<file path="src/core/mito_cfg.svh">
// How it works
// - options frozen once captured after reset
// - option picks watchdog clock, another enables it
// - option picks single or paired watchdog clear
// - option picks crystal or rc oscillator mode
// - options enable pull-highs and pwm outputs
// - each port a pin has wake enable
// - option picks divider pin: io or tone
// - option enables low voltage reset
// - instruction cycle is four clocks
// - jumps, calls, returns, table reads: two cycles
// - pc low byte write jumps, extra cycle
// - taken skip costs one extra cycle
// - skip tests memory byte or bit
// - call saves return point, return resumes after
// - add carries above 255, subtract borrows below 0
// - increment and decrement change by exactly one
// - logic results set zero flag when zero
// - rotates move one bit, carry variants via carry
// - bit set and clear touch only that bit
// - transfers: mem to acc, acc to mem, immediate
// - table read delivers program memory data to acc
// - disabled watchdog makes its instructions no-ops
`ifndef MITO_CFG_SVH
`define MITO_CFG_SVH
`define MITO_PC_W 12
`define MITO_PC_STEP 12'h001
`define MITO_PC_SKIP 12'h002
`define MITO_PH_LAST 2'h3
`define MITO_PH_STEP 2'h1
`define MITO_ACC_RST 8'h00
`define MITO_PC_RST 12'h000
`define MITO_CFG_RST 20'h00000
`define MITO_BYTE_ONE 8'h01
`endif

</file>
<file path="src/core/mito_pkg.sv">
`include "mito_cfg.svh"
`default_nettype none
package mito_pkg;
    // operation classes delivered by the decoder
    typedef enum logic [4:0] {
        OP_NOP, OP_ADD, OP_SUB, OP_AND, OP_OR, OP_XOR, OP_CPL,
        OP_INC, OP_DEC, OP_RR, OP_RL, OP_RRC, OP_RLC, OP_BSET, OP_BCLR,
        OP_MOV_MA, OP_MOV_AM, OP_MOV_IA, OP_JMP, OP_CALL, OP_RET, OP_INTERRUPT_EXIT,
        OP_TBL, OP_SKZ, OP_SKBIT, OP_WDC, OP_WDC1, OP_WDC2
    } mito_op_t;
    // one decoded instruction
    typedef struct packed {
        mito_op_t op;
        logic src_imm;
        logic to_mem;
        logic to_pcl;
        logic [2:0] bit_idx;
        logic [7:0] imm;
        logic [`MITO_PC_W-1:0] target;
    } mito_instr_t;
    // programmed options
    typedef struct packed {
        logic wdt_from_osc;
        logic wdt_en;
        logic wdt_dual_clear;
        logic osc_rc;
        logic [3:0] pull_en;
        logic [1:0] pwm_en;
        logic [7:0] wake_en;
        logic tone_div_out;
        logic lvr_en;
    } mito_cfg_t;
    typedef enum logic {ST_EXEC, ST_EXTRA} mito_state_t;
endpackage : mito_pkg
`default_nettype wire

</file>
<file path="src/core/mito_core.sv">
`include "mito_cfg.svh"
`default_nettype none
module mito_core #(
    parameter int STACK_D = 4,
    parameter int WDT_W = 16
) (
    input wire logic clk_i, // system clock
    input wire logic arst_n_i, // async reset, low
    input wire mito_pkg::mito_cfg_t cfg_i, // fuse options
    input wire logic wdt_osc_i, // dedicated watchdog oscillator pin
    input wire logic instr_valid_i, // decoded instruction present
    input wire mito_pkg::mito_instr_t instr_i, // decoded instruction
    input wire logic [7:0] mem_rdata_i, // addressed data memory byte
    input wire logic [7:0] table_data_i, // program memory table byte
    output logic instr_ready_o, // instruction can be taken this clock
    output logic retire_o, // instruction completed pulse
    output logic [`MITO_PC_W-1:0] pc_o, // program counter
    output logic [7:0] acc_o, // accumulator
    output logic carry_o, // carry flag
    output logic zero_o, // zero flag
    output logic mem_we_o, // data memory write pulse
    output logic [7:0] mem_wdata_o, // data memory write byte
    output logic [`MITO_PC_W-1:0] tbl_addr_o, // table address
    output logic wdt_timeout_o, // watchdog overflow pulse
    output mito_pkg::mito_cfg_t cfg_o // frozen options
);
    localparam int SPW = $clog2(STACK_D);

    // ****************************************
    // option capture
    // ****************************************
    mito_pkg::mito_cfg_t cfg_reg, cfg_next; // held options
    logic cfg_loaded_reg, cfg_loaded_next; // capture done

    // options are caught once after reset, then nothing can alter them
    always_comb
    begin
        cfg_loaded_next = 1'b1;
        cfg_next = cfg_loaded_reg ? cfg_reg : cfg_i;
    end

    always_ff @(posedge clk_i or negedge arst_n_i)
    begin
        if (!arst_n_i)
        begin
            cfg_reg <= `MITO_CFG_RST;
            cfg_loaded_reg <= 1'b0;
        end
        else
        begin
            cfg_reg <= cfg_next;
            cfg_loaded_reg <= cfg_loaded_next;
        end
    end
    // osc mode, pull-highs, pwm, wake mask, tone pin, lvr go straight out
    assign cfg_o = cfg_reg;

    // ****************************************
    // instruction cycle sequencer
    // ****************************************
    mito_pkg::mito_state_t state_reg, state_next; // exec or extra cycle
    logic [1:0] phase_reg, phase_next; // clock within cycle
    logic retire_reg, retire_next; // completion pulse
    logic accept; // instruction taken now
    logic extra; // taken instruction needs a second cycle
    logic last_ph; // final clock of an instruction cycle

    assign last_ph = (phase_reg == `MITO_PH_LAST);
    assign instr_ready_o = (state_reg == mito_pkg::ST_EXEC) && last_ph;
    assign accept = instr_ready_o && instr_valid_i;

    // four clocks make one instruction cycle
    always_comb
    begin
        phase_next = phase_reg + `MITO_PH_STEP;
        state_next = state_reg;
        retire_next = 1'b0;
        case (state_reg)
            mito_pkg::ST_EXEC:
            begin
                if (accept && extra)
                    state_next = mito_pkg::ST_EXTRA;
                else if (accept)
                    retire_next = 1'b1;
            end
            mito_pkg::ST_EXTRA:
            begin
                // dummy cycle ends the two-cycle instruction
                if (last_ph)
                begin
                    state_next = mito_pkg::ST_EXEC;
                    retire_next = 1'b1;
                end
            end
            default: state_next = mito_pkg::ST_EXEC;
        endcase
    end

    always_ff @(posedge clk_i or negedge arst_n_i)
    begin
        if (!arst_n_i)
        begin
            state_reg <= mito_pkg::ST_EXEC;
            phase_reg <= 2'h0;
            retire_reg <= 1'b0;
        end
        else
        begin
            state_reg <= state_next;
            phase_reg <= phase_next;
            retire_reg <= retire_next;
        end
    end
    assign retire_o = retire_reg;

    // ****************************************
    // data path, program counter and stack
    // ****************************************
    logic [7:0] acc_reg, acc_next; // accumulator
    logic carry_reg, carry_next; // carry flag
    logic zero_reg, zero_next; // zero flag
    logic [`MITO_PC_W-1:0] pc_reg, pc_next; // program counter
    logic [`MITO_PC_W-1:0] stack_reg [STACK_D]; // return points
    logic [`MITO_PC_W-1:0] stack_next [STACK_D];
    logic [SPW-1:0] sp_reg, sp_next; // next free slot
    logic mem_we_reg, mem_we_next; // write strobe
    logic [7:0] wdata_reg, wdata_next; // write data
    logic [`MITO_PC_W-1:0] tbl_reg, tbl_next; // table address
    logic tbl_pend_reg, tbl_pend_next; // table byte due at cycle end
    logic [7:0] opnd; // second operand
    logic [8:0] wide; // result with carry or borrow
    logic [7:0] res; // result byte
    logic [7:0] mask; // addressed bit
    logic wr_res, dst_mem, c_upd, z_upd; // result steering
    logic [`MITO_PC_W-1:0] pc_inc; // following address
    logic [`MITO_PC_W-1:0] stack_top; // most recent return point

    assign pc_inc = pc_reg + `MITO_PC_STEP;
    assign stack_top = stack_reg[sp_reg - SPW'(1)];

    // operation results; nothing is committed here
    always_comb
    begin
        opnd = instr_i.src_imm ? instr_i.imm : mem_rdata_i;
        mask = `MITO_BYTE_ONE << instr_i.bit_idx;
        wide = 9'h000;
        res = opnd;
        wr_res = 1'b1;
        dst_mem = instr_i.to_mem;
        c_upd = 1'b0;
        z_upd = 1'b1;
        case (instr_i.op)
            mito_pkg::OP_ADD:
            begin
                wide = {1'b0, acc_reg} + {1'b0, opnd};
                res = wide[7:0];
                c_upd = 1'b1;
            end
            mito_pkg::OP_SUB:
            begin
                wide = {1'b0, acc_reg} - {1'b0, opnd};
                res = wide[7:0];
                c_upd = 1'b1;
            end
            mito_pkg::OP_AND: res = acc_reg & opnd;
            mito_pkg::OP_OR: res = acc_reg | opnd;
            mito_pkg::OP_XOR: res = acc_reg ^ opnd;
            mito_pkg::OP_CPL: res = ~opnd;
            mito_pkg::OP_INC: res = opnd + `MITO_BYTE_ONE;
            mito_pkg::OP_DEC: res = opnd - `MITO_BYTE_ONE;
            mito_pkg::OP_RR: res = {opnd[0], opnd[7:1]};
            mito_pkg::OP_RL: res = {opnd[6:0], opnd[7]};
            mito_pkg::OP_RRC:
            begin
                res = {carry_reg, opnd[7:1]};
                wide[8] = opnd[0];
                c_upd = 1'b1;
            end
            mito_pkg::OP_RLC:
            begin
                res = {opnd[6:0], carry_reg};
                wide[8] = opnd[7];
                c_upd = 1'b1;
            end
            // read-modify-write of a single bit, others kept
            mito_pkg::OP_BSET:
            begin
                res = opnd | mask;
                dst_mem = 1'b1;
                z_upd = 1'b0;
            end
            mito_pkg::OP_BCLR:
            begin
                res = opnd & ~mask;
                dst_mem = 1'b1;
                z_upd = 1'b0;
            end
            // three transfer forms
            mito_pkg::OP_MOV_MA:
            begin
                dst_mem = 1'b0;
                z_upd = 1'b0;
            end
            mito_pkg::OP_MOV_AM:
            begin
                res = acc_reg;
                dst_mem = 1'b1;
                z_upd = 1'b0;
            end
            mito_pkg::OP_MOV_IA:
            begin
                res = instr_i.imm;
                dst_mem = 1'b0;
                z_upd = 1'b0;
            end
            default:
            begin
                wr_res = 1'b0; // no-op, table read, control flow and watchdog ops
                z_upd = 1'b0;
            end
        endcase
    end

    // commit results and steer the program counter
    always_comb
    begin
        acc_next = acc_reg;
        carry_next = carry_reg;
        zero_next = zero_reg;
        pc_next = pc_reg;
        stack_next = stack_reg;
        sp_next = sp_reg;
        mem_we_next = 1'b0;
        wdata_next = wdata_reg;
        tbl_next = tbl_reg;
        tbl_pend_next = tbl_pend_reg;
        extra = 1'b0;
        if (accept)
        begin
            pc_next = pc_inc;
            if (c_upd)
                carry_next = wide[8];
            if (z_upd)
                zero_next = (res == 8'h00);
            if (wr_res && instr_i.to_pcl)
            begin
                pc_next = {pc_reg[`MITO_PC_W-1:8], res};
                extra = 1'b1;
            end
            else if (wr_res && dst_mem)
            begin
                mem_we_next = 1'b1;
                wdata_next = res;
            end
            else if (wr_res)
                acc_next = res;
            case (instr_i.op)
                mito_pkg::OP_JMP:
                begin
                    pc_next = instr_i.target;
                    extra = 1'b1;
                end
                mito_pkg::OP_CALL:
                begin
                    stack_next[sp_reg] = pc_inc;
                    sp_next = sp_reg + SPW'(1);
                    pc_next = instr_i.target;
                    extra = 1'b1;
                end
                mito_pkg::OP_RET, mito_pkg::OP_INTERRUPT_EXIT:
                begin
                    pc_next = stack_top;
                    sp_next = sp_reg - SPW'(1);
                    extra = 1'b1;
                end
                mito_pkg::OP_TBL:
                begin
                    tbl_next = {pc_reg[`MITO_PC_W-1:8], acc_reg};
                    tbl_pend_next = 1'b1;
                    extra = 1'b1;
                end
                mito_pkg::OP_SKZ:
                begin
                    if (opnd == 8'h00)
                    begin
                        pc_next = pc_reg + `MITO_PC_SKIP;
                        extra = 1'b1;
                    end
                end
                mito_pkg::OP_SKBIT:
                begin
                    if ((opnd & mask) != 8'h00)
                    begin
                        pc_next = pc_reg + `MITO_PC_SKIP;
                        extra = 1'b1;
                    end
                end
                default: ;
            endcase
        end
        // table byte lands in the accumulator at the end of the dummy cycle
        if (state_reg == mito_pkg::ST_EXTRA && last_ph && tbl_pend_reg)
        begin
            acc_next = table_data_i;
            tbl_pend_next = 1'b0;
        end
    end

    always_ff @(posedge clk_i or negedge arst_n_i)
    begin
        if (!arst_n_i)
        begin
            acc_reg <= `MITO_ACC_RST;
            carry_reg <= 1'b0;
            zero_reg <= 1'b0;
            pc_reg <= `MITO_PC_RST;
            for (int i = 0; i < STACK_D; i++)
                stack_reg[i] <= `MITO_PC_RST;
            sp_reg <= '0;
            mem_we_reg <= 1'b0;
            wdata_reg <= 8'h00;
            tbl_reg <= `MITO_PC_RST;
            tbl_pend_reg <= 1'b0;
        end
        else
        begin
            acc_reg <= acc_next;
            carry_reg <= carry_next;
            zero_reg <= zero_next;
            pc_reg <= pc_next;
            stack_reg <= stack_next;
            sp_reg <= sp_next;
            mem_we_reg <= mem_we_next;
            wdata_reg <= wdata_next;
            tbl_reg <= tbl_next;
            tbl_pend_reg <= tbl_pend_next;
        end
    end
    assign pc_o = pc_reg;
    assign acc_o = acc_reg;
    assign carry_o = carry_reg;
    assign zero_o = zero_reg;
    assign mem_we_o = mem_we_reg;
    assign mem_wdata_o = wdata_reg;
    assign tbl_addr_o = tbl_reg;

    // ****************************************
    // watchdog
    // ****************************************
    logic [2:0] osc_sync_reg, osc_sync_next; // pin synchroniser
    logic osc_lvl_reg, osc_lvl_next; // settled oscillator level
    logic [WDT_W-1:0] wdt_reg, wdt_next; // watchdog counter
    logic half1_reg, half1_next, half2_reg, half2_next; // paired clear halves
    logic wto_reg, wto_next; // overflow pulse
    logic wd_tick, wd_clr; // count and clear events

    // osc edges count only after two later stages agree; ignores glitches
    always_comb
    begin
        osc_sync_next = {osc_sync_reg[1:0], wdt_osc_i};
        osc_lvl_next = (osc_sync_reg[1] == osc_sync_reg[2]) ? osc_sync_reg[2] : osc_lvl_reg;
        wd_tick = cfg_reg.wdt_from_osc ? (osc_lvl_next && !osc_lvl_reg) : last_ph;
        wd_clr = 1'b0;
        half1_next = half1_reg;
        half2_next = half2_reg;
        // with the option off every watchdog op falls through as a no-op
        if (accept && cfg_reg.wdt_en)
        begin
            case (instr_i.op)
                mito_pkg::OP_WDC: wd_clr = !cfg_reg.wdt_dual_clear;
                mito_pkg::OP_WDC1:
                begin
                    wd_clr = !cfg_reg.wdt_dual_clear || half2_reg;
                    half1_next = !wd_clr;
                    half2_next = 1'b0;
                end
                mito_pkg::OP_WDC2:
                begin
                    wd_clr = !cfg_reg.wdt_dual_clear || half1_reg;
                    half2_next = !wd_clr;
                    half1_next = 1'b0;
                end
                default: ;
            endcase
        end
        wto_next = cfg_reg.wdt_en && wd_tick && !wd_clr && (&wdt_reg);
        if (!cfg_reg.wdt_en || wd_clr)
            wdt_next = '0;
        else if (wd_tick)
            wdt_next = wdt_reg + WDT_W'(1);
        else
            wdt_next = wdt_reg;
    end

    always_ff @(posedge clk_i or negedge arst_n_i)
    begin
        if (!arst_n_i)
        begin
            osc_sync_reg <= 3'h0;
            osc_lvl_reg <= 1'b0;
            wdt_reg <= '0;
            half1_reg <= 1'b0;
            half2_reg <= 1'b0;
            wto_reg <= 1'b0;
        end
        else
        begin
            osc_sync_reg <= osc_sync_next;
            osc_lvl_reg <= osc_lvl_next;
            wdt_reg <= wdt_next;
            half1_reg <= half1_next;
            half2_reg <= half2_next;
            wto_reg <= wto_next;
        end
    end
    assign wdt_timeout_o = wto_reg;

    // ****************************************
    // checks
    // ****************************************
    property p_cfg_frozen;
        @(posedge clk_i) disable iff (!arst_n_i) cfg_loaded_reg |=> $stable(cfg_o);
    endproperty
    a_cfg_frozen: assert property (p_cfg_frozen) else $error("options changed");
    property p_retire_gap;
        @(posedge clk_i) disable iff (!arst_n_i) retire_o |=> !retire_o [*3];
    endproperty
    a_retire_gap: assert property (p_retire_gap) else $error("cycle under 4 clocks");
    property p_jmp_two;
        @(posedge clk_i) disable iff (!arst_n_i)
            accept && instr_i.op == mito_pkg::OP_JMP |-> ##1 !retire_o [*4] ##1 retire_o;
    endproperty
    a_jmp_two: assert property (p_jmp_two) else $error("jump not two cycles");
    property p_pcl_jump;
        @(posedge clk_i) disable iff (!arst_n_i)
            accept && instr_i.op == mito_pkg::OP_MOV_AM && instr_i.to_pcl
            |=> pc_o[7:0] == $past(acc_o) ##4 retire_o;
    endproperty
    a_pcl_jump: assert property (p_pcl_jump) else $error("pc low write wrong");
    property p_skip;
        @(posedge clk_i) disable iff (!arst_n_i)
            accept && instr_i.op == mito_pkg::OP_SKZ && !instr_i.src_imm && mem_rdata_i == 8'h00
            |=> pc_o == $past(pc_o) + `MITO_PC_SKIP ##4 retire_o;
    endproperty
    a_skip: assert property (p_skip) else $error("skip wrong");
    property p_call_save;
        @(posedge clk_i) disable iff (!arst_n_i)
            accept && instr_i.op == mito_pkg::OP_CALL |=> stack_top == $past(pc_o) + `MITO_PC_STEP;
    endproperty
    a_call_save: assert property (p_call_save) else $error("return point lost");
    property p_add_carry;
        @(posedge clk_i) disable iff (!arst_n_i)
            accept && instr_i.op == mito_pkg::OP_ADD && !instr_i.to_pcl
            |=> carry_o == (({1'b0, $past(acc_o)} + {1'b0, $past(opnd)}) > 9'h0FF);
    endproperty
    a_add_carry: assert property (p_add_carry) else $error("add carry wrong");
    property p_and_zero;
        @(posedge clk_i) disable iff (!arst_n_i)
            accept && instr_i.op == mito_pkg::OP_AND && !instr_i.to_pcl
            |=> zero_o == (($past(acc_o) & $past(opnd)) == 8'h00);
    endproperty
    a_and_zero: assert property (p_and_zero) else $error("zero flag wrong");
    property p_bit_set;
        @(posedge clk_i) disable iff (!arst_n_i)
            accept && instr_i.op == mito_pkg::OP_BSET && !instr_i.to_pcl
            |=> mem_we_o && mem_wdata_o == ($past(opnd) | $past(mask));
    endproperty
    a_bit_set: assert property (p_bit_set) else $error("bit set wrong");
    property p_wdt_off;
        @(posedge clk_i) disable iff (!arst_n_i) !cfg_o.wdt_en |=> !wdt_timeout_o && wdt_reg == '0;
    endproperty
    a_wdt_off: assert property (p_wdt_off) else $error("watchdog runs while off");
endmodule : mito_core
`default_nettype wire

</file>
<file path="config.mk">
export PLATFORM = sky130hd
export DESIGN_NAME = mito_core
export DESIGN_NICKNAME = d
export VERILOG_FILES = /design/src/core/mito_pkg.sv /design/src/core/mito_core.sv
export VERILOG_INCLUDE_DIRS = /design/src /design/src/core
export SDC_FILE = /design/constraint.sdc
export NUM_CORES = 1
export LEC_CHECK = 0
export BUFFER_PORTS_ARGS = -buffer_cell sky130_fd_sc_hd__buf_2
export CAP_MARGIN = 15
export CELL_PAD_IN_SITES_DETAIL_PLACEMENT = 0
export CELL_PAD_IN_SITES_GLOBAL_PLACEMENT = 1
export CORE_MARGIN = 1
export CORE_UTILIZATION = 35
export DETAILED_ROUTE_END_ITERATION = 7
export PLACE_DENSITY = 0.72
export RECOVER_POWER = 25
export SLEW_MARGIN = 10
export SYNTH_ARGS = -nofsm -noshare
export SYNTH_HDL_FRONTEND = slang
export SYNTH_SLANG_ARGS = --single-unit
</file>
<file path="constraint.sdc">
create_clock -name clk_i -period 3.75 [get_ports clk_i]
set_input_delay 0.5625 -clock clk_i [delete_from_list [all_inputs] [get_ports clk_i]]
set_output_delay 0.5625 -clock clk_i [all_outputs]
set_load 0.1 [all_outputs]
</file>
* Yosys cells after proc, flatten, opt, wreduce, memory -nomap -nowiden
Index checks and enable logic that the tools add are counted.
** Word-level totals
- Latch bits :: 0
- Logic and storage cells :: 187
- Bits of input ports :: 71
- Bits in registers :: 142
- Memories kept :: 0
- Output and inout port bits :: 66
- Memory bits (read-only) :: 0
- Memory bits (writable) :: 0
** Operators by class
- Add/sub/neg operators :: 10
- Equal/unequal tests :: 31
- Mux-type cells :: 49
- Reduce and logical (&&, ||, !) cells :: 49
- Bitwise operators :: 12
- Div/mod/pow operators :: 0
- Order comparisons :: 3
- Shift-type cells :: 1
- Multiply operators :: 0
** Operators with widths (number)
- $pmux 8 s16 :: 1
- $mux 12 :: 6
- $eq 5x5->1 const B :: 12
- $bwmux 48 :: 1
- $mux 8 :: 6
- $pmux 12 s4 :: 1
- $eq 5x4->1 const B :: 8
- $mux 16 :: 2
- $and 8x8->8 :: 3
- $bmux 12 s2 :: 1
- $demux 12 s2 :: 1
- $mux 1 :: 21
- $eq 5x3->1 const B :: 4
- $reduce_or 17->1 :: 1
- $add 16x1->16 const B :: 1
- $logic_not 8->1 :: 2
- $not 8->8 :: 2
- $or 8x8->8 :: 2
- $reduce_and 16->1 :: 1
- $reduce_and 2->1 :: 7
- $logic_and 1x1->1 :: 13
- $add 12x1->12 const B :: 1
- $add 12x2->12 const B :: 1
- $reduce_bool 2->1 :: 6
- 31 further kinds :: 51

* Longest topological paths before layout
Gate-level depths: netlist of run 1.
- Word-level depth :: 11
- Mapped depth :: 14

* Worst setup path before layout of run 1
Ideal clock, no wire load.
- Kind :: input-to-reg
- Start point :: in instr_i[30] (netlist name)
- End point :: reg acc_reg[6] (netlist: acc_o[6])
- Data arrival time :: 3.562 ns
- Data required time :: 3.623 ns
- Stages on the path :: 12
- Path slack :: 0.061 ns
- Cell sequence :: or3_1 > buf_2 > nor2_1 > ha_1 > nand2_1 > a211oi_1 > a2111oi_4 > or4_1 > o211ai_1 > or4_1 > and2_1 > a221o_1
** Between the ends
- Cells in the longest elaborated chain, start to end :: 7
- Elaborated cells on any way between the ends :: 34
- Those cells by class :: eq/ne: 19; mux: 8; reduce/logical: 7
** Ends and longest elaborated chain
- start: declaration :: line mito_core.sv:12 : input wire mito_pkg::mito_instr_t instr_i,
- $eq 5x5->1 (tied with other cells) :: line mito_core.sv:152 : case (instr_i.op)
- $pmux 8 s16 :: line mito_core.sv:152
- $mux 8 :: line mito_core.sv:255 : else if (wr_res)
- $mux 8 :: line mito_core.sv:250 : else if (wr_res && dst_mem)
- $mux 8 :: line mito_core.sv:245 : if (wr_res && instr_i.to_pcl)
- $mux 8 :: line mito_core.sv:238 : if (accept)
- $mux 8 :: line mito_core.sv:302 : if (state_reg == mito_pkg::ST_EXTRA && last_ph && tbl_pend_reg)
- end signal: assignment :: line mito_core.sv:313 : acc_reg <= `MITO_ACC_RST;
- end signal: assignment :: line mito_core.sv:327 : acc_reg <= acc_next;
- end: declaration :: line mito_core.sv:119 : logic [7:0] acc_reg, acc_next;
Parallel ways exist; a longest one is shown, timed or not. The select of a mux whose other input is x is not followed.
A chain may end at the register's enable or synchronous reset.

* Final worst setup path of run 1
- Start point :: in instr_i[25] (netlist name)
- End point :: reg acc_reg[6] (netlist: acc_o[6])
** Between the ends
- Cells in the longest elaborated chain, start to end :: 8
- Elaborated cells on any way between the ends :: 17
- Those cells by class :: add/sub: 4; mux: 7; bitwise: 6
** Ends and longest elaborated chain
- $mux 8 (*) :: line mito_core.sv:144 : opnd = instr_i.src_imm ? instr_i.imm : mem_rdata_i;
- $sub 8x1->8 (no source line) (tied with other cells)
- $pmux 8 s16 (*) :: line mito_core.sv:152
- $mux 8 (*) :: line mito_core.sv:255
- $mux 8 (*) :: line mito_core.sv:250
- $mux 8 (*) :: line mito_core.sv:245
- $mux 8 (*) :: line mito_core.sv:238
- $mux 8 (*) :: line mito_core.sv:302
Every way passes the cells marked *; elsewhere a longest branch is shown, timed or not. The select of a mux whose other input is x is not followed.

==> reports/results.txt, run 1 <==
Detail Route Antenna Nets: 0
Comb power frac: 39.7%
Total Wirelength: 29,400 um
CP Data Required Time: 4.07 ns
Count of hold-fix buffers inserted at cts: 0
Area contributors post-synth: dfrtp_1, mux2_2, nand2_1, ha_1, o21ai_0
Filler cell count: 2,441
Critical setup path kind: input port to flip-flop
Hpwl dp: 22,100 um
Antenna Diode Count: 0
Leakage power: 4.97 nW
Share of layout cells above drive strength 1: 28.2%
Syn_nets: 1,048
CTS tree: yes
Core area: 25,200 um2
FFs w/ async S/R, synth: 100%
Clk slew on worst S/H paths: 0.07 ns
Largest net degree at the start of global routing: 79
Buffers plus inverters on the worst setup path: 3
Max Buffers Root-to-Sink: 2
Cell family with most CP delay: simple AND/OR/NAND/NOR gates
Area Overhead vs Synth: 23.0%
# placed instances: 1,432
Routed vias/inst: 5.61
Status: finished with violations
RSZ-0062 raised after global routing: false
Starting Density: 35.7%
Initial DRC count: 597
Worst hold margin: 0.237 ns
Footprint of the multi-input gates: 5110 um2
Storage element area: 3550 um2
Hold Crit Class: input port to flip-flop
Endpoint class of the critical path: flip-flop
Avg Inst Size Synth: 9.51 um2
Vias in the first global route: 8,058
Maximum clock frequency: 299 MHz
GRT overflow: 0
Row count: 58
DIE HEIGHT: 162 um
Switching power: 0.00268 W
Final setup fails: 0
Cell Chain, Critical Path: buf_2, mux2i_1, inv_1, ha_1, inv_1, fa_1, a21o_1, a21oi_1, o21ai_0, xnor2_1, o211ai_1, or4_1, and2_1, a221o_1
Routed via count: 8,206
Top Ports: 137
Die Area: 26,300 um2
Failing checks: capacitance limit, slew limit
Residual DRC: 0
First-pass GRT wire length: 46,000 um
Setup TNS: 0 ns
Max FFs per register: 48
Fin. Hold Viols: 0
CP Max Fanout: 5
Htree depth: 4
Post-Syn Instances: 945
Final Max Slew Viols: 65
Yosys warning total: 0
EDFF count, synth: 0
Predominant post-synthesis flop cell: dfrtp_1
CP max-delay cell: or4_1
Nets: 1,224
Most frequent CP cell: inv_1
Overall Global Routing Usage: 22.9%
Fin cells: 1,464
PD cells: 556 nW/um2
Clk_skew: 0.0135 ns
Seq/Total Area, Yosys: 39.5%
Flop pwr share: 31.0%
Slowest stage delay, CP: 0.70 ns
Tot Pwr: 0.00615 W
Per-cell routed wire length: 20.1 um
Slew margin rel.: -11.4%
CTS sink count: 142
Worst VDD drop: 343 uV
Pin slew with the least headroom to its limit: 1.67 ns
Clock share of power: 29.3%
Sw frac: 43.7%
Synth Register Bits: 142
IO Port Bufs: 136
GP Congestion: 0.967
Area share of the largest cell type after synthesis: 39.5%
WP data arrival: 3.66 ns
Initial antenna violation count: 0
Crit start category: input port
Worst skew pair latency: 0.43 ns
Root Buffer: clkbuf_16
Largest area contributor in the netlist: dfrtp_1
Int Pwr: 0.00346 W
Syn Std Cell Area: 8990 um2
CTS buffer count: 17
Max-cap violations: 1
Post-CTS Setup Bufs: 0
# resized after CTS: 0
Synth cell types: 86
Drt pass-1 iters: 7
Fin crit period: 3.34 ns
Most frequent cells in the layout: dfrtp_1, buf_2, nand2_1
Final period util: 89.2%
Commonest non-fill, non-tap cell in the layout: dfrtp_1
Chip width: 162 um
## cells by family after synthesis
kind of cell	count (synthesis)	synth area share (%)
AND/OR/NAND/NOR	327	18.1
buffers and inverters	80	3.65
XOR/XNOR	43	4.19
adder cells (fa/ha/maj)	33	4.82
multiplexers	72	10.5
flip-flops	142	39.5
AO/OA/AOI/OAI	247	19.1
other	1	0.0417
## through the flow
| stage | setup WS [ns] | utilization (%) | instance area [um2] |
|---|---|---|---|
| floorplan | 0.0615 | - | 8990 |
| global placement | 0.0119 | 41.4 | 10400 |
| detailed placement | 0.00601 | 41.4 | 10400 |
| CTS | 0.435 | 43.9 | 11100 |
| global route | 0.244 | 43.9 | 11100 |
| finish | 0.406 | 43.9 | 11100 |
## synth_stat cells (all sizes together) (7+ instances only)
library cell,n
dfrtp,142
nand2,108
nor2,82
o21ai,75
mux2,45
clkbuf,42
a21oi,41
ha,29
inv,26
xor2,26
nand3,19
nor3,19
xnor2,17
a221oi,16
mux2i,15
and2,14
a221o,13
and3,13
nor2b,13
buf,12
mux4,12
o211ai,11
nand2b,9
a211oi,8
a31oi,8
o221ai,8
o22ai,8
a22oi,7
nand3b,7
or4,7
## final timing paths
path / depth (start not counted) / to / startpoint / slack (ns)
max: 14 / acc_o[6] / instr_i[25] / 0.41
max in group asynchronous: 2 / acc_o[3] / arst_n_i / 2.03
min in group asynchronous: 1 / stack_reg[32] / arst_n_i / 0.57
min reg2reg: 0 / osc_sync_reg[1] / osc_sync_reg[0] / 0.36
max reg2reg: 12 / acc_o[6] / acc_o[0] / 0.55
min: 1 / osc_sync_reg[0] / wdt_osc_i / 0.24
## power by group through the flow
stage | Combinational (W) | Sequential [W] | Clock [W]
2_1_floorplan | 0.000922 | 0.00270 | 0
3_3_place_gp | 0.00242 | 0.00193 | 0
3_5_place_dp | 0.00242 | 0.00193 | 0
4_1_cts | 0.00243 | 0.00190 | 0.00184
5_1_grt | 0.00259 | 0.00193 | 0.00190
6_report | 0.00244 | 0.00191 | 0.00180
## worst reg2reg max path: stages (launching register included)
cell	delay, ns
dfrtp_1	0.42
inv_1	0.08
ha_1	0.16
inv_1	0.05
fa_1	0.39
a21o_1	0.17
a21oi_1	0.18
o21ai_0	0.19
xnor2_1	0.20
o211ai_1	0.09
or4_1	0.70
and2_1	0.23
a221o_1	0.25
## final cells by class
cell class	instances	area share, %
Multi-Input combinational cell	723	46.2
Sequential cell	142	32.2
Timing Repair Buffer	211	11.4
Clock buffer	19	4.01
Tap cell	330	3.74
Clock inverter	13	1.62
Inverter	26	0.883
## layer usage
layer	routed length (um)	up-vias	global-route usage [%]
li1	-	3840	-
met1	13100	4016	31.0
met2	13700	303	36.4
met3	1770	47	4.34
met4	755	0	8.19
met5	0	-	0
Note: power is estimated with default switching activity, not from simulation.
==> inputs of run 2 (changes only) <==
--- a/config.mk
+++ b/config.mk
@@ -15,6 +15,7 @@
 export DETAILED_ROUTE_END_ITERATION = 7
 export PLACE_DENSITY = 0.72
 export RECOVER_POWER = 25
+export REMOVE_ABC_BUFFERS = 1
 export SLEW_MARGIN = 10
 export SYNTH_ARGS = -nofsm -noshare
 export SYNTH_HDL_FRONTEND = slang
==> run 2 against run 1 <==
  * The flow still finishes with violations (capacitance limit, slew limit)
  * Clock skew increased by 0.0022 ns
  * Die area unchanged
  * Clock power down 7%
  * Count of clock-buffer cells in the layout shrank 1
  * Routed wire length rose by 3.5%
  * Sequential share of layout area is 0.31 points higher
  * Critical path depth stayed put
  * Via count rose by 0.28%
  * Non-clock buffer count fell by 6
  * Largest cell class unchanged
==> reports/results.txt, run 2 (synthesis results as in run 1) <==
Status: finished with violations (unchanged)
Failing checks: capacitance limit, slew limit (unchanged)
Per-cell routed wire length: 20.8 um (was 20.1 um)
DIE HEIGHT: 162 um (unchanged)
DR top layer: met4 (unchanged)
CP Max Fanout: 4 (was 5)
CP Data Required Time: 4.06 ns (was 4.07 ns)
Crit start category: input port (unchanged)
Area Overhead vs Synth: 21.8% (was 23.0%)
First-pass GRT wire length: 46,800 um (was 46,000 um)
PD cells: 552 nW/um2 (was 556 nW/um2)
Total Wirelength: 30,400 um (was 29,400 um)
Wl on met1: 13,700 um (was 13,100 um)
Leakage power: 4.92 nW (was 4.97 nW)
Root Buffer: clkbuf_16 (unchanged)
Hold Crit Class: input port to flip-flop (unchanged)
Final period util: 87.8% (was 89.2%)
GRT overflow: 0 (unchanged)
Largest net degree at the start of global routing: 78 (was 79)
Die Area: 26,300 um2 (unchanged)
Max Buffers Root-to-Sink: 2 (unchanged)
CTS tree: yes (unchanged)
Fin area: 10,900 um2 (was 11,100 um2)
Fin crit period: 3.29 ns (was 3.34 ns)
WP data arrival: 3.60 ns (was 3.66 ns)
Nets: 1,218 (was 1,224)
Clk slew on worst S/H paths: 0.07 ns (about the same)
Worst skew pair latency: 0.44 ns (was 0.43 ns)
Worst VDD drop: 442 uV (was 343 uV)
GP Congestion: 0.947 (was 0.967)
Max-cap violations: 2 (was 1)
Hpwl dp: 22,500 um (was 22,100 um)
Dpl cell area: 10,400 um2 (about the same)
RSZ-0062 raised after global routing: false (unchanged)
DR WL met3: 1970 um (was 1770 um)
Routed vias/inst: 5.64 (was 5.61)
Share of layout cells above drive strength 1: 27.8% (was 28.2%)
WL met2: 13,900 um (was 13,700 um)
Core area: 25,200 um2 (unchanged)
Most frequent cells in the layout: dfrtp_1, buf_2, nand2_1 (unchanged)
# resized after CTS: 0 (unchanged)
Final Max Slew Viols: 145 (was 65)
Top Ports: 137 (unchanged)
Fin. Hold Viols: 0 (unchanged)
Slew margin rel.: -13.7% (was -11.4%)
Initial DRC count: 598 (was 597)
Drt pass-1 iters: 6 (was 7)
Htree depth: 4 (unchanged)
CTS buffer count: 17 (unchanged)
IO Port Bufs: 136 (unchanged)
Sw frac: 45.3% (was 43.7%)
Row count: 58 (unchanged)
Switching power: 0.00273 W (was 0.00268 W)
Detail Route Antenna Nets: 0 (unchanged)
Critical setup path kind: input port to flip-flop (unchanged)
Maximum clock frequency: 304 MHz (was 299 MHz)
Chip width: 162 um (unchanged)
Endpoint class of the critical path: flip-flop (unchanged)
Max FFs per register: 48 (unchanged)
Pin slew with the least headroom to its limit: 1.71 ns (was 1.67 ns)
Commonest non-fill, non-tap cell in the layout: dfrtp_1 (unchanged)
Clock share of power: 27.8% (was 29.3%)
Overall Global Routing Usage: 23.6% (was 22.9%)
Clk_skew: 0.0157 ns (was 0.0135 ns)
Int Pwr: 0.00331 W (was 0.00346 W)
Starting Density: 35.7% (unchanged)
Vias in the first global route: 7,904 (was 8,058)
Routed via count: 8,229 (was 8,206)
Residual DRC: 0 (unchanged)
Final setup fails: 0 (unchanged)
Post-CTS Setup Bufs: 0 (unchanged)
Comb power frac: 40.6% (was 39.7%)
Initial antenna violation count: 1 (was 0)
Flop pwr share: 31.6% (was 31.0%)
Count of hold-fix buffers inserted at cts: 0 (unchanged)
CTS sink count: 142 (unchanged)
Tot Pwr: 0.00604 W (was 0.00615 W)
-- run 2: critical path: stages --
cell      delay [ns]
buf_2           0.13
mux2i_1         0.14
inv_1           0.15
ha_1            0.19
inv_1           0.05
fa_1            0.41
a21o_1          0.17
a21oi_1         0.20
o21ai_0         0.19
xnor2_1         0.17
o211ai_1        0.09
or4_1           0.67
and2_1          0.22
a221o_1         0.25
-- run 2: layout make-up --
| cell class | instances | area [um2] |
|---|---|---|
| Inverter | 26 | 97.6 |
| Sequential cell | 142 | 3550 |
| Fill cell | 2475 | 14200 |
| Multi-Input combinational cell | 723 | 5110 |
| Timing Repair Buffer | 205 | 1200 |
| Clock inverter | 14 | 145 |
| Tap cell | 330 | 413 |
| Clock buffer | 18 | 429 |
| Antenna cell | 1 | 2.50 |
-- run 2: metrics by stage --
| stage | TNS [ns] | instances | util [%] | worst slack (ns) | hold WS (ns) |
|---|---|---|---|---|---|
| finish | 0 | 1459 | 43.5 | 0.458 | 0.236 |
| global route | 0 | 1458 | 43.5 | 0.0941 | 0.218 |
| CTS | 0 | 1458 | 43.5 | 0.491 | 0.144 |
| detailed placement | 0 | 1426 | 41.3 | 0.0478 | 0.342 |
| global placement | 0 | 1426 | 41.3 | 0.0680 | 0.334 |
| floorplan | -4.75 | 891 | - | -0.359 | 0.267 |
-- run 2: power groups by stage --
stage	Combinational (W)	Sequential (W)	Clock [W]
after global placement	0.00243	0.00193	0
after CTS	0.00245	0.00190	0.00171
after floorplan	0.000848	0.00274	0
after detailed placement	0.00244	0.00193	0
final	0.00245	0.00191	0.00168
after global routing	0.00260	0.00193	0.00177
-- run 2: per-layer routing --
| metal | vias up | global-route usage (%) |
|---|---|---|
| li1 | 3828 | - |
| met1 | 4010 | 32.5 |
| met2 | 333 | 36.2 |
| met3 | 58 | 4.90 |
| met4 | 0 | 8.92 |
| met5 | - | 0 |
-- run 2: final timing paths --
check                                      from              end  slack, ns  depth (start not counted)
worst min-delay path                  wdt_osc_i  osc_sync_reg[0]       0.24                          1
worst max register to register         acc_o[0]         acc_o[6]       0.49                         12
worst max-delay path                instr_i[25]         acc_o[6]       0.46                         14
min in group asynchronous              arst_n_i         cfg_o[1]       0.58                          1
worst min register to register  osc_sync_reg[0]  osc_sync_reg[1]       0.36                          0
max in group asynchronous              arst_n_i    tbl_addr_o[0]       0.69                          2
==> inputs of run 3 (changes only) <==
--- a/config.mk
+++ b/config.mk
@@ -10,6 +10,7 @@
 export CAP_MARGIN = 15
 export CELL_PAD_IN_SITES_DETAIL_PLACEMENT = 0
 export CELL_PAD_IN_SITES_GLOBAL_PLACEMENT = 1
+export CORE_ASPECT_RATIO = 1.5
 export CORE_MARGIN = 1
 export CORE_UTILIZATION = 35
 export DETAILED_ROUTE_END_ITERATION = 7
==> run 3 against run 2 <==
  * The run still ends with capacitance limit, slew limit left
  * Global-route usage hardly changed
  * Sequential power hardly changed
  * Sequential share of layout area is 0.10 points lower
  * Register-to-register slack worse by 0.05 ns
  * Combinational power hardly changed
  * Total power is 1.5% lower
  * Core utilization is 0.21 points higher
  * Maximum frequency is 1.5% lower
  * Via count is 0.67% lower
  * Routed wire length hardly changed
  * Highest routed layer is now met5
==> reports/results.txt, run 3 (synthesis results as in run 1) <==
Routed vias/inst: 5.59 (was 5.64)
Maximum clock frequency: 299 MHz (was 304 MHz)
Largest net degree at the start of global routing: 81 (was 78)
Core area: 25,100 um2 (was 25,200 um2)
IO Port Bufs: 136 (unchanged)
Total Wirelength: 30,400 um (about the same)
# placed instances: 1,429 (was 1,426)
Starting Density: 35.7% (about the same)
Most frequent cells in the layout: dfrtp_1, buf_2, nand2_1 (unchanged)
Cell Chain, Critical Path: buf_2, buf_4, mux2i_1, ha_1, inv_1, a22oi_1, nand2_1, o41ai_1, o221ai_1, a211oi_1, o211ai_1, a221o_1 (was buf_2, mux2i_1, inv_1, ha_1, inv_1, fa_1, a21o_1, a21oi_1, o21ai_0, xnor2_1, o211ai_1, or4_1, and2_1, a221o_1)
Max-cap violations: 1 (was 2)
CTS buffer count: 17 (unchanged)
Cell family with most CP delay: compound AO/OA/AOI/OAI gates (unchanged)
Commonest non-fill, non-tap cell in the layout: dfrtp_1 (unchanged)
Htree depth: 4 (unchanged)
Chip width: 133 um (was 162 um)
Status: finished with violations (unchanged)
Die Area: 26,300 um2 (about the same)
Post-CTS Setup Bufs: 0 (unchanged)
Count of hold-fix buffers inserted at cts: 0 (unchanged)
CP Data Required Time: 4.07 ns (was 4.06 ns)
Vias in the first global route: 8,207 (was 7,904)
Initial antenna violation count: 2 (was 1)
CTS tree: yes (unchanged)
Per-cell routed wire length: 20.8 um (about the same)
CP Max Fanout: 5 (was 4)
RSZ-0062 raised after global routing: false (unchanged)
Worst VDD drop: 436 uV (was 442 uV)
Pin slew with the least headroom to its limit: 2.06 ns (was 1.71 ns)
Share of layout cells above drive strength 1: 28.2% (was 27.8%)
Final setup fails: 0 (unchanged)
Setup TNS: 0 ns (unchanged)
Max FFs per register: 48 (unchanged)
# resized after CTS: 0 (unchanged)
Fin area: 11,000 um2 (was 10,900 um2)
Hold Crit Class: input port to flip-flop (unchanged)
Failing checks: capacitance limit, slew limit (unchanged)
Clk_skew: 0.0139 ns (was 0.0157 ns)
Fin util: 43.7% (was 43.5%)
Crit start category: input port (unchanged)
First-pass GRT wire length: 46,900 um (was 46,800 um)
CTS sink count: 142 (unchanged)
Worst skew pair latency: 0.43 ns (was 0.44 ns)
Overall Global Routing Usage: 23.6% (about the same)
Drt pass-1 iters: 5 (was 6)
Initial DRC count: 566 (was 598)
Clk slew on worst S/H paths: 0.06 ns (was 0.07 ns)
Nets: 1,223 (was 1,218)
GP Congestion: 0.942 (was 0.947)
Buffers plus inverters on the worst setup path: 3 (unchanged)
Fin crit period: 3.34 ns (was 3.29 ns)
PD cells: 542 nW/um2 (was 552 nW/um2)
Filler cell count: 2,486 (was 2,475)
Routed via count: 8,174 (was 8,229)
Endpoint class of the critical path: flip-flop (unchanged)
Top Ports: 137 (unchanged)
Slew margin rel.: -37.4% (was -13.7%)
CP max-delay cell: o41ai_1 (was or4_1)
DIE HEIGHT: 198 um (was 162 um)
Origin of the worst setup path: instr_i[25] (unchanged)
Max Buffers Root-to-Sink: 2 (unchanged)
Detail Route Antenna Nets: 0 (unchanged)
WP data arrival: 3.66 ns (was 3.60 ns)
Leakage power: 4.93 nW (was 4.92 nW)
Root Buffer: clkbuf_16 (unchanged)
Area Overhead vs Synth: 22.2% (was 21.8%)
GRT overflow: 0 (unchanged)
Slowest stage delay, CP: 0.58 ns (was 0.67 ns)
Hold Startpoint: wdt_osc_i (unchanged)
Fin cells: 1,461 (was 1,459)
Fin. Hold Viols: 0 (unchanged)
Hpwl dp: 23,300 um (was 22,500 um)
Antenna Diode Count: 0 (was 1)
Final period util: 89.1% (was 87.8%)
Critical setup path kind: input port to flip-flop (unchanged)
Dpl cell area: 10,400 um2 (about the same)
Final Max Slew Viols: 81 (was 145)
Row count: 71 (was 58)
Residual DRC: 0 (unchanged)
R2r startpoint: acc_o[0] (unchanged)
[run 3: cell types whose count changed in the layout (fill, tap and decap cells not counted), sizes merged]
cell,delta
buf,+4
bufinv,-1
clkbuf,+1
clkinv,+1
clkinvlp,+2
diode,-1
inv,-2
[run 3: metal layers]
metal | share of wire (%) | vias to the layer above | wire (um) | global-route usage (%)
met5 | 0.089 | - | 27 | 0
met4 | 5.0 | 4 | 1510 | 13.3
met3 | 4.4 | 101 | 1350 | 3.56
met2 | 50 | 287 | 15300 | 40.6
met1 | 40 | 3945 | 12200 | 27.9
li1 | - | 3837 | - | -
[run 3: worst paths after layout]
path	slack, ns	cells after the start	end
worst max-delay path	0.41	12	acc_o[7]
worst min-delay path	0.24	1	osc_sync_reg[0]
worst max register to register	0.44	10	acc_o[7]
worst min register to register	0.35	0	osc_sync_reg[1]
max in group asynchronous	1.29	2	cfg_o[12]
min in group asynchronous	0.71	1	wdt_reg[9]
[run 3: metrics by stage]
step | hold slack [ns] | setup slack [ns] | power, W
after floorplan | 0.267 | -0.359 | 0.00358
after global placement | 0.334 | 0.0522 | 0.00436
after detailed placement | 0.336 | -0.0225 | 0.00437
after CTS | 0.201 | 0.434 | 0.00598
after global routing | 0.225 | 0.220 | 0.00622
final | 0.238 | 0.408 | 0.00595
[run 3: report_power, final]
group	total [W]	switching, W	internal (W)
sequential	0.00189	0.000211	0.00168
combinational	0.00246	0.00177	0.000687
clock	0.00160	0.000711	0.000886
total	0.00595	0.00269	0.00326
[run 3: final cells by class]
type / count / area [um2] / area share (%)
clock buffer: 18 / 439 / 4.00
clock inverter: 14 / 125 / 1.14
inverter: 26 / 97.6 / 0.889
multi-input combinational: 723 / 5110 / 46.5
sequential: 142 / 3550 / 32.4
tap: 328 / 410 / 3.74
timing repair buffer: 210 / 1240 / 11.3
